File: config.mk
export PLATFORM = sky130hd
export DESIGN_NAME = compare_skip_unit
export DESIGN_NICKNAME = d
export VERILOG_FILES = /design/src/hdl/csu_pkg.sv /design/src/hdl/csu_cmp_if.sv /design/src/hdl/csu_compare.sv /design/src/hdl/compare_skip_unit.sv
export SDC_FILE = /design/constraint.sdc
export NUM_CORES = 1
export LEC_CHECK = 0
export BUFFER_PORTS_ARGS = -buffer_cell sky130_fd_sc_hd__buf_2
export CAP_MARGIN = 30
export CORE_UTILIZATION = 45
export CTS_CLUSTER_DIAMETER = 80
export DETAILED_ROUTE_END_ITERATION = 8
export GPL_TIMING_DRIVEN = 0
export PLACE_DENSITY = 0.76
export SYNTH_ARGS = -nofsm -noshare
export SYNTH_HDL_FRONTEND = slang
export SYNTH_HIERARCHICAL = 1
export SYNTH_SLANG_ARGS = --single-unit
File: constraint.sdc
create_clock -name sys_clk -period 2.6 [get_ports sys_clk]
set_clock_uncertainty 0.1 [all_clocks]
set_input_delay 0 -clock sys_clk [delete_from_list [all_inputs] [get_ports sys_clk]]
set_output_delay 0 -clock sys_clk [all_outputs]
set_load 0.005 [all_outputs]
File: src/hdl/csu_pkg.sv
package csu_pkg;
    localparam logic [6:0] OP_LESS    = 7'h30;
    localparam logic [6:0] OP_EQUAL   = 7'h31;
    localparam logic [6:0] OP_GREATER = 7'h32;
    localparam int         OP_MSB     = 15;
    localparam int         OP_LSB     = 9;
    localparam int         ABIT_POS   = 8;
    localparam logic [7:0] IDX_LIMIT  = 8'h5F;
    localparam logic [1:0] QPH_RESET  = 2'h0;
    localparam logic [7:0] BYTE_RESET = 8'h00;

    typedef enum logic [1:0] {
        CSU_Q1,
        CSU_Q2,
        CSU_Q3,
        CSU_Q4
    } csu_phase_e;

    typedef enum logic [1:0] {
        CSU_EXEC,
        CSU_SKIP1,
        CSU_SKIP2
    } csu_mode_e;
endpackage

File: src/hdl/csu_cmp_if.sv
`timescale 1ns/100ps
`default_nettype none
interface csu_cmp_if;
    logic [7:0] fileByte;
    logic [7:0] workByte;
    logic       isGreater;
    logic       isLess;
    logic       isEqual;
    modport core (output fileByte, output workByte, input isGreater, input isLess, input isEqual);
    modport cmp  (input fileByte, input workByte, output isGreater, output isLess, output isEqual);
endinterface
`default_nettype wire

File: src/hdl/csu_compare.sv
`timescale 1ns/100ps
`default_nettype none
module csu_compare (
    csu_cmp_if.cmp cmpBus
);
    logic [8:0] diff;

    // Unsigned subtract, borrow gives less
    assign diff             = {1'b0, cmpBus.fileByte} - {1'b0, cmpBus.workByte};
    assign cmpBus.isLess    = diff[8];
    assign cmpBus.isEqual   = (diff[7:0] == 8'h00);
    assign cmpBus.isGreater = !diff[8] && (diff[7:0] != 8'h00);
endmodule
`default_nettype wire

File: src/hdl/compare_skip_unit.sv
`timescale 1ns/100ps
`default_nettype none
module compare_skip_unit #(
    parameter int DATA_W = 8
) (
    input  wire logic        sys_clk,
    input  wire logic        arst_n,
    input  wire logic        instrValid,
    input  wire logic [15:0] instrWord,
    input  wire logic        nextTwoWord,
    input  wire logic        extendedSet,
    input  wire logic [7:0]  workingRegister,
    input  wire logic [3:0]  bankSelectRegister,
    input  wire logic [7:0]  readData,
    output logic             busy,
    output logic [1:0]       quadPhase,
    output logic             readEnable,
    output logic [11:0]      readAddr,
    output logic             indexedMode,
    output logic [7:0]       indexOffset,
    output logic             discardNext,
    output logic             noOperation,
    output logic             writeEnable,
    output logic             flagsWrite,
    output logic             doneStrobe,
    output logic [1:0]       cycleCount
);
    initial begin
        if (DATA_W != 8) begin
            $error("compare_skip_unit supports only 8-bit data");
        end
    end

    typedef struct packed {
        logic                 rstMeta;
        logic                 rstSync;
        csu_pkg::csu_phase_e  phase;
        csu_pkg::csu_mode_e   mode;
        logic                 active;
        logic [1:0]           kind;
        logic                 accessBit;
        logic [7:0]           fileAddr;
        logic                 twoWord;
        logic [7:0]           fileByte;
        logic                 skip;
        logic                 discard;
        logic                 done;
        logic [1:0]           cycles;
        logic [1:0]           cycAcc;
    } csu_state_s;

    csu_state_s s_q;
    csu_state_s s_d;
    csu_cmp_if  cmpBus ();

    logic [6:0] opField;
    logic       hit;

    assign opField = instrWord[csu_pkg::OP_MSB:csu_pkg::OP_LSB];
    assign hit = (opField == csu_pkg::OP_GREATER) || (opField == csu_pkg::OP_LESS) ||
                 (opField == csu_pkg::OP_EQUAL);

    assign cmpBus.fileByte = s_q.fileByte;
    assign cmpBus.workByte = workingRegister;

    csu_compare u_cmp (
        .cmpBus (cmpBus)
    );

    always_comb begin
        s_d         = s_q;
        s_d.rstMeta = 1'b1;
        s_d.rstSync = s_q.rstMeta;
        s_d.done    = 1'b0;
        s_d.discard = 1'b0;
        if (s_q.rstSync) begin
            s_d.phase = csu_pkg::csu_phase_e'(s_q.phase + 2'd1);
            unique case (s_q.mode)
                csu_pkg::CSU_EXEC: begin
                    unique case (s_q.phase)
                        csu_pkg::CSU_Q1: begin
                            s_d.active = instrValid && hit;
                            s_d.kind   = opField[1:0];
                            s_d.accessBit = instrWord[csu_pkg::ABIT_POS];
                            s_d.fileAddr  = instrWord[7:0];
                            s_d.twoWord   = nextTwoWord;
                        end
                        csu_pkg::CSU_Q2: begin
                            s_d.fileByte = readData;
                        end
                        csu_pkg::CSU_Q3: begin
                            unique case (s_q.kind)
                                2'd2:    s_d.skip = s_q.active && cmpBus.isGreater;
                                2'd0:    s_d.skip = s_q.active && cmpBus.isLess;
                                default: s_d.skip = s_q.active && cmpBus.isEqual;
                            endcase
                        end
                        csu_pkg::CSU_Q4: begin
                            s_d.cycAcc = 2'd1;
                            if (s_q.skip) begin
                                s_d.discard = 1'b1;
                                s_d.mode    = csu_pkg::CSU_SKIP1;
                            end else if (s_q.active) begin
                                s_d.done   = 1'b1;
                                s_d.cycles = 2'd1;
                                s_d.active = 1'b0;
                            end
                        end
                    endcase
                end
                csu_pkg::CSU_SKIP1: begin
                    if (s_q.phase == csu_pkg::CSU_Q4) begin
                        s_d.cycAcc = 2'd2;
                        if (s_q.twoWord) begin
                            s_d.mode = csu_pkg::CSU_SKIP2;
                        end else begin
                            s_d.mode   = csu_pkg::CSU_EXEC;
                            s_d.done   = 1'b1;
                            s_d.cycles = 2'd2;
                            s_d.active = 1'b0;
                            s_d.skip   = 1'b0;
                        end
                    end
                end
                csu_pkg::CSU_SKIP2: begin
                    if (s_q.phase == csu_pkg::CSU_Q4) begin
                        s_d.cycAcc = 2'd3;
                        s_d.mode   = csu_pkg::CSU_EXEC;
                        s_d.done   = 1'b1;
                        s_d.cycles = 2'd3;
                        s_d.active = 1'b0;
                        s_d.skip   = 1'b0;
                    end
                end
                default: s_d.mode = csu_pkg::CSU_EXEC;
            endcase
        end
    end

    always_ff @(posedge sys_clk or negedge arst_n) begin
        if (!arst_n) begin
            s_q <= '0;
        end else begin
            s_q <= s_d;
        end
    end

    logic inExec;
    assign inExec = (s_q.mode == csu_pkg::CSU_EXEC);

    assign busy        = s_q.active || !inExec;
    assign quadPhase   = s_q.phase;
    assign readEnable  = inExec && s_q.active && (s_q.phase == csu_pkg::CSU_Q2);
    assign indexedMode = extendedSet && !s_q.accessBit && (s_q.fileAddr <= csu_pkg::IDX_LIMIT);
    assign indexOffset = s_q.fileAddr;
    assign readAddr    = s_q.accessBit ? {bankSelectRegister, s_q.fileAddr} :
                         (s_q.fileAddr[7] ? {4'hF, s_q.fileAddr} : {4'h0, s_q.fileAddr});
    assign discardNext = s_q.discard;
    assign noOperation = !inExec;
    assign writeEnable = 1'b0;
    assign flagsWrite  = 1'b0;
    assign doneStrobe  = s_q.done;
    assign cycleCount  = s_q.cycles;
endmodule
`default_nettype wire

==> After elaboration in Yosys (flattened, before gate mapping) <==
Cells that the tools add are included.
{ "word_totals": {"input_bits": 41, "word_cells": 92, "out_inout_bits": 32, "reg_bits": 34} }
{ "classes": {"reduce_logical": 28, "mux": 27, "eq_ne": 19, "n_lt_le_gt_ge": 1, "add_sub_neg": 2} }
{ "op_table": {"columns": ["op", "n"], "rows": [
  ["two-way mux 12 bit", 2],
  ["== test 7 x 6 -> 1 bit (second input constant)", 3],
  ["two-way mux 3 bit", 5],
  ["case mux 5 bit (3 select lines)", 1],
  ["two-way mux 6 bit", 2],
  ["!= test 2 bit (second input constant)", 6],
  ["two-way mux 5 bit", 2],
  ["AND reduction 5 bit", 2],
  ["logical AND 1 bit", 9],
  ["subtractor 8 x 8 -> 9 bit", 1],
  ["== test 2 bit (second input constant)", 4],
  ["less-or-equal comparator 8 x 7 -> 1 bit (second input constant)", 1],
  ["logical NOT 8 bit", 1],
  ["AND reduction 8 bit", 1],
  ["nonzero test 8 bit", 1],
  ["two-way mux 1 bit", 7],
  ["AND reduction 7 bit", 1],
  ["logical NOT 2 bit", 3],
  ["two-way mux 2 bit", 3],
  ["case mux 1 bit (3 select lines)", 2],
  ["case mux 2 bit (3 select lines)", 1],
  ["AND reduction 3 bit", 2],
  ["AND reduction 6 bit", 1],
  ["== test 2 x 1 -> 1 bit (second input constant)", 2],
  ["8 further kinds", 14]
]} }

==> Depth between registers and ports, before layout <==
Gate-level depths: netlist of the first run.
{ "logic_depth": {"ltp_word": 7, "depth_mapped": 12, "ltp_nobuf": 12} }

==> Modules after synthesis <==
Netlist of the first run, hierarchy kept.
{ "modules_own_cells": {"columns": ["mod", "seq_area_each_um2", "area_each_um2", "cells_each", "n_inst"], "rows": [
  ["compare_skip_unit", 800.8, 1700.4, 150, 1],
  ["csu_compare", 0.0, 427.9, 61, 1]
]} }

==> Worst setup path before layout of the first run <==
Ideal clock, no wire load.
{ "synth_path": {"path_kind": "flip-flop to flip-flop", "from": "register s_q (netlist bit cmpBus.fileByte[0])", "to": "register s_q[6] in the netlist's numbering", "n_path_buf": 0, "synth_period_minus_slack_ns": 2.846, "stages_incl_launch_ff": 13, "t_arrival_ns": 2.626, "setup_time_ns": 0.120, "setup_slack_ns": -0.246, "path_cell_list": "dfrtp_1 > inv_1 > ha_1 > fa_1 > and2b_2 > o21ai_2 > a21oi_2 > xnor2_1 > or4_4 > o31a_1 > mux2i_1 > o21ai_0 > a41o_2"} }
{ "synth_between": {"elab_chain_cells": 7, "elab_cells_between_ends": 11} }
{ "synth_lines": {"columns": ["element", "line", "text"], "rows": [
  ["start, declared", "compare_skip_unit.sv:52", "csu_state_s s_q;"],
  ["start signal, assigned", "compare_skip_unit.sv:142", "s_q <= '0;"],
  ["start signal, assigned", "compare_skip_unit.sv:144", "s_q <= s_d;"],
  ["subtractor 8 x 8 -> 9 bit *", "csu_compare.sv:9", "assign diff = {1'b0, cmpBus.fileByte} - {1'b0, cmpBus.workByte};"],
  ["nonzero test 8 bit or logical NOT 1 bit (tied branches)", "csu_compare.sv:12", "assign cmpBus.isGreater = !diff[8] && (diff[7:0] != 8'h00);"],
  ["logical AND 1 bit *", "csu_compare.sv:12", null],
  ["named net cmpBus.isGreater", "csu_cmp_if.sv:6", "logic isGreater;"],
  ["logical AND 1 bit *", "compare_skip_unit.sv:93", "2'd2: s_d.skip = s_q.active && cmpBus.isGreater;"],
  ["case mux 1 bit (2 select lines) *", "compare_skip_unit.sv:92", "unique case (s_q.kind)"],
  ["two-way mux 1 bit *", "compare_skip_unit.sv:80", "unique case (s_q.phase)"],
  ["case mux 1 bit (3 select lines) *", "compare_skip_unit.sv:78", "unique case (s_q.mode)"]
]} }
Mark *: on every way through the listed nets, which the timed path passes. The rest lies on a longest branch. The select of a mux whose other input is x is not followed.
A chain may end at the register's enable or synchronous reset.

==> Worst setup path in the final report of the first run <==
Ends and elaborated chain as after synthesis.

==> impl_metrics.yaml, run 1 <==
power_and_ir_drop:
  swShare_pct: 36.4
  powerDensity_nw_per_um2: 941
  power_frac_seq_pct: 31.0
  p_sw_uw: 983
  p_total_mw: 2.70
  peakVddDrop_v: 0.000475
  clkPwrFrac_pct: 13.9
  leakage_nw: 1.52
  comb_power_share_pct: 55.2
  p_int_mw: 1.72
setup_path:
  crit_type: "reg2reg"
  timing.rr.start: "cmpBus.fileByte[0]"
  r2r_cells: 12
  critical_path.endpoint: "s_q[6]"
  crit_fanout: 3
  startpoint_type: "register"
  cp.arrival_ps: 2840
  cp-end-kind: "register"
  required_ps: 2670
  r2r_slack_ps: -170
  worstReg2RegEnd: "s_q[6]"
  crit_path_start: "cmpBus.fileByte[0]"
timing:
  hold_violations: 0
  fin_hold_ws_ps: 163
  slew_headroom_pct: 52.8
  slew_violations: 0
  worst_pin_slew_ps: 708
  setup_ws_ps: -166
  rsz0062_at_grt: "true"
  final-setup-viol-count: 1
  fin_tns_setup_ps: -166
  timing.final.crit_share_pct: 106
  min_period_ps: 2770
  fmax_mhz: 361
logic_synthesis:
  synthesis.area_um2: 2130
  ys.flop_type: "dfrtp_1"
  synthArstFlopShare_pct: 100
  synthDistinctLibCells: 51
  ys_ff_latch: 32
  yosysSeqAreaShare_pct: 37.6
  synthCells: 211
  yosys_warnings: 6
  syn_avg_cell_area_um2: 10.1
  synth_edf_count: 0
grt:
  gr-total-overflow: 0
  grt_use_total_pct: 19.8
  grt_first_pass_wirelength_um: 7810
  grt_max_degree: 33
  antenna_found_initial: 0
  grt_pass1_vias: 1704
drt:
  post_drt_wl_per_cell_um: 12.1
  drt_wl_total_um: 4410
  routed-via-count: 1759
  viasPerCell: 4.82
  dr.pass1.iters: 6
  drtIter0Drc: 127
  postRouteAntennaNets: 0
  drcViolationCount: 18
status:
  status: "complete, but fails checks"
  violations: "design-rule violations, negative setup slack"
clocking:
  clock_path_buffers: 2
  cts_sinks: 32
  cts-root-buf: "clkbuf_8"
  htreeDepth: 2
  clkLatencyLatePin_ps: 280
  clkTransAtPathRegs_ps: 70
  cts_buffers: 5
  cts_tree: "done"
placed_design:
  gp_congestion: 0.842
  place_area_um2: 2550
  dp_hpwl_um: 3200
  port_buffers: 70
layout:
  area.growth.synth_to_final_pct: 34.9
  fillers: 373
  drive_gt1_share_pct: 44.1
  diodes: 0
  layout.nets: 370
  final_area_um2: 2870
flow_run:
  cap_violations: 0
die:
  die_h_um: 70.8
  core_um2: 4440
  start_util_pct: 47.9
  pin_count: 73
  die_area_um2: 5010
  die_w_um: 70.8
  num_rows: 24
worst_hold_path:
  hold_depth: 4
  hold_path_class: "in2reg"
worst min path at each step:
stage                                startpoint            endpoint  slack [ps]
final                                instrValid             s_q[27]         160
after global placement                   arst_n  cmpBus.fileByte[1]          -4
after floorplan                          arst_n  cmpBus.fileByte[0]        -400
after global routing      bankSelectRegister[3]        readAddr[11]         190
after detailed placement                 arst_n  cmpBus.fileByte[2]          -7
after CTS                 bankSelectRegister[0]         readAddr[8]         160
what timing repair did:
| action | in CTS | in global routing |
|---|---|---|
| endpoints found under the setup margin | 1 | 1 |
| resized for setup | 1 | 0 |
| pin swaps | 3 | 1 |
| hold buffers | 21 | 0 |
| setup buffers | 1 | 1 |
| endpoints found under the hold margin | 52 | 0 |
power groups by stage:
stage	clock (mW)	sequential, mW	combinational (mW)
3_3_place_gp	0	0.831	1.39
3_5_place_dp	0	0.842	1.42
6_report	0.375	0.837	1.49
4_1_cts	0.391	0.834	1.47
5_1_grt	0.407	0.870	1.67
2_1_floorplan	0	0.800	1.07
state kept, by name, summed over array words and instances, names as in the netlist:
register	flops
quadPhase	2
cycleCount	2
doneStrobe	1
cmpBus.fileByte	8
s_d	1
discardNext	1
s_q	9
indexOffset	8
cells in the mapped netlist, types with 2 or more instances:
| master | count | area, um2 |
|---|---|---|
| dfrtp_1 | 32 | 801 |
| buf_4 | 22 | 165 |
| mux2_2 | 20 | 225 |
| inv_1 | 19 | 71.3 |
| nand2_1 | 18 | 67.6 |
| ha_1 | 16 | 200 |
| nor2_1 | 8 | 30.0 |
| o21ai_0 | 7 | 35.0 |
| nand2b_1 | 6 | 37.5 |
| a21oi_1 | 5 | 25.0 |
| nor2b_1 | 4 | 25.0 |
| buf_2 | 3 | 15.0 |
| mux2_1 | 3 | 33.8 |
| mux2i_1 | 3 | 30.0 |
| nor3_1 | 3 | 15.0 |
| a21o_1 | 2 | 15.0 |
| and3_1 | 2 | 12.5 |
| conb_1 | 2 | 7.51 |
| nand3_1 | 2 | 10.0 |
| nand3b_1 | 2 | 15.0 |
| xor2_1 | 2 | 17.5 |
cells in the final DEF (no fill, tap or decap), types with 2 or more instances in the layout:
master,count
nand3_1,2
ha_1,15
mux2i_1,3
a21o_1,2
nand3b_1,2
nand2b_1,6
nor2_1,8
nor2b_1,4
nor3_1,3
conb_1,3
a21oi_1,5
and3_1,2
xor2_1,2
clkbuf_8,5
dfrtp_1,32
clkinv_2,2
nand2_1,18
buf_4,24
buf_2,73
mux2_2,20
inv_1,19
mux2_1,3
o21ai_0,6
dlygate4sd3_1,21
metal layers:
metal  share of wire, %  vias up  global-route usage [%]
li1                   -      895                       -
met3                5.1        5                    4.42
met4                1.2        0                    5.33
met1                 46      810                    25.3
met5                  0        -                       0
met2                 48       49                    33.9
per-stage QoR:
stage          worst slack, ps  util, %  cells
3_5_place_dp              -235     57.4    334
5_1_grt                   -308     64.6    365
2_1_floorplan             -114        -    212
4_1_cts                   -179     64.4    364
3_3_place_gp              -218     57.4    334
6_report                  -166     64.6    365
cell families (layout without fill, tap and decap cells):
group	count (synthesis)	after routing	share of synthesized area, %
flip-flops	32	32	37.6
AO/OA/AOI/OAI	32	32	10.8
AND/OR/NAND/NOR	54	54	14.1
XOR/XNOR	3	3	1.23
other	2	3	0.353
adder cells (fa/ha/maj)	17	17	10.3
multiplexers	26	26	13.6
buffers and inverters	45	146	12.0
final cells by class:
class | instances | area [um2] | area share [%]
well taps | 52 | 65.1 | 2.27
flip-flops and latches | 32 | 801 | 27.9
repair buffers | 93 | 576 | 20.0
clock inverters | 3 | 18.8 | 0.654
clock buffers | 5 | 68.8 | 2.40
multi-input cells | 135 | 1090 | 37.9
inverters | 20 | 75.1 | 2.61
plain buffers | 25 | 180 | 6.27
worst max-delay path, cell delays in order, from the launching register on:
cell and delay [ps]:
dfrtp_1 340, inv_1 40, ha_2 170, fa_2 340, and2b_2 240, o21ai_2 70
a21oi_2 170, xnor2_1 70, or4_4 420, o31a_1 280, mux2i_1 130, o21ai_1 80
a41o_2 200
Power figures use the tool's default switching activity.
==> inputs of run 2 (changes only) <==
- MAX_ROUTING_LAYER: not set -> met4
==> impl_metrics.yaml, run 2 (synthesized netlist as in run 1, its figures left out) <==
layout:
  fin_util_pct: 64.6
  area.growth.synth_to_final_pct: 34.9
  largest_register_ffs: 9
  layoutNonFillerInstCount: 365
  final_common_cell: "buf_2"
  diodes: 0
  fillers: 373
  final_area_um2: 2870
  regMostFlops: "s_q"
  layout.nets: 370
  final_cell_mix: "73 x buf_2, 32 x dfrtp_1, 24 x buf_4"
  drive_gt1_share_pct: 44.1
placed_design:
  dp.cells: 334
  port_buffers: 70
  place_area_um2: 2550
  dp_hpwl_um: 3200
  gp_congestion: 0.855
power_and_ir_drop:
  leakage_nw: 1.52
  peakVddDrop_v: 0.000475
  powerDensity_nw_per_um2: 940
setup_path:
  crit_type: "reg2reg"
  timing.rr.start: "cmpBus.fileByte[0]"
  r2r_cells: 12
  worstReg2RegEnd: "s_q[6]"
  cp.arrival_ps: 2840
  cp-end-kind: "register"
  startpoint_type: "register"
  max_stage_delay_ps: 420
  critPathSlowestCell: "or4_4"
  required_ps: 2670
  r2r_slack_ps: -170
  crit_fanout: 3
  cp_cell_sequence: "inv_1 -> ha_2 -> fa_2 -> and2b_2 -> o21ai_2 -> a21oi_2 -> xnor2_1 -> or4_4 -> o31a_1 -> mux2i_1 -> o21ai_1 -> a41o_2"
grt:
  grt_pass1_vias: 1712
  grt_max_degree: 33
  gr-total-overflow: 0
  grt_use_total_pct: 20.4
  grt_first_pass_wirelength_um: 7800
  antenna_found_initial: 0
clocking:
  cts_tree: "done"
  cts-root-buf: "clkbuf_8"
  cts_sinks: 32
  htreeDepth: 2
  clock_path_buffers: 2
  clkTransAtPathRegs_ps: 70
  cts_buffers: 5
  clkLatencyLatePin_ps: 280
timing:
  fmax_mhz: 362
  slew_violations: 0
  setup_ws_ps: -165
  min_period_ps: 2770
  rsz0062_at_grt: "true"
  slew_headroom_pct: 53.2
  hold_violations: 0
  worst_pin_slew_ps: 702
  final-setup-viol-count: 1
  timing.final.crit_share_pct: 106
drt:
  routed-via-count: 1769
  postRouteAntennaNets: 0
  drtIter0Drc: 126
  post_drt_wl_per_cell_um: 12.0
  viasPerCell: 4.85
  drcViolationCount: 18
  drt_wl_total_um: 4390
  dr.pass1.iters: 6
die:
  start_util_pct: 47.9
  core_um2: 4440
  die_h_um: 70.8
  die_area_um2: 5010
  die_w_um: 70.8
  num_rows: 24
  pin_count: 73
worst_hold_path:
  hold_depth: 4
  min_from: "bankSelectRegister[2]"
  holdPathEnd: "readAddr[10]"
  hold_path_class: "in2out"
flow_run:
  cap_violations: 0
status:
  violations: "design-rule violations, negative setup slack"
  status: "complete, but fails checks"
-- run 2: critical path, delay by kind of cell (launching register included) --
| family | cells | cell delay (ps) |
|---|---|---|
| DFF | 1 | 340 |
| muxes | 1 | 130 |
| xor gates and xnor gates | 1 | 70 |
| buffers and inverters | 1 | 40 |
| and+or+nand+nor | 2 | 660 |
| adders and majority gates | 2 | 510 |
| AOI/OAI and AO/OA | 5 | 800 |
-- run 2: repair_timing --
action,4_1_cts,5_1_grt
hold buffers,21,0
setup endpoints to repair,1,1
setup buffers,1,1
pin swaps,3,1
resized for setup,1,0
endpoints found under the hold margin,52,0
-- run 2: final cells by class --
class,instances,area [um2],area share [%]
multi-input cells,135,1090,37.9
flip-flops and latches,32,801,27.9
repair buffers,93,576,20.0
plain buffers,25,180,6.27
inverters,20,75.1,2.61
clock buffers,5,68.8,2.40
well taps,52,65.1,2.27
clock inverters,3,18.8,0.654
-- run 2: layer usage --
layer,vias to the layer above,track usage [%],wire (um)
li1,899,-,-
met2,55,33.9,2090
met5,-,-,0
met1,810,25.3,2030
met4,0,5.33,51
met3,5,4.42,226
-- run 2: power breakdown --
group	leakage [nW]	internal (mW)	switching, mW
Combinational	1.08	0.853	0.640
Clock	0.0479	0.186	0.185
Sequential	0.392	0.681	0.155
Total	1.52	1.72	0.980
-- run 2: worst max-delay path by stage --
stage / endpoint / start / cells after the start
after floorplan: s_q[6] / cmpBus.fileByte[0] / 12
after global placement: s_q[6] / cmpBus.fileByte[0] / 12
after detailed placement: s_q[6] / cmpBus.fileByte[0] / 12
after CTS: s_q[6] / cmpBus.fileByte[0] / 12
after global routing: s_q[6] / cmpBus.fileByte[0] / 12
final: s_q[6] / cmpBus.fileByte[0] / 12
-- run 2: per-stage QoR --
stage	setup TNS, ps	setup slack [ps]	total power [mW]	hold WS (ps)
after floorplan	-114	-114	1.87	-396
after global placement	-218	-218	2.22	-3.72
after detailed placement	-235	-235	2.26	-6.99
after CTS	-179	-179	2.70	163
after global routing	-308	-308	2.95	189
final	-165	-165	2.70	163
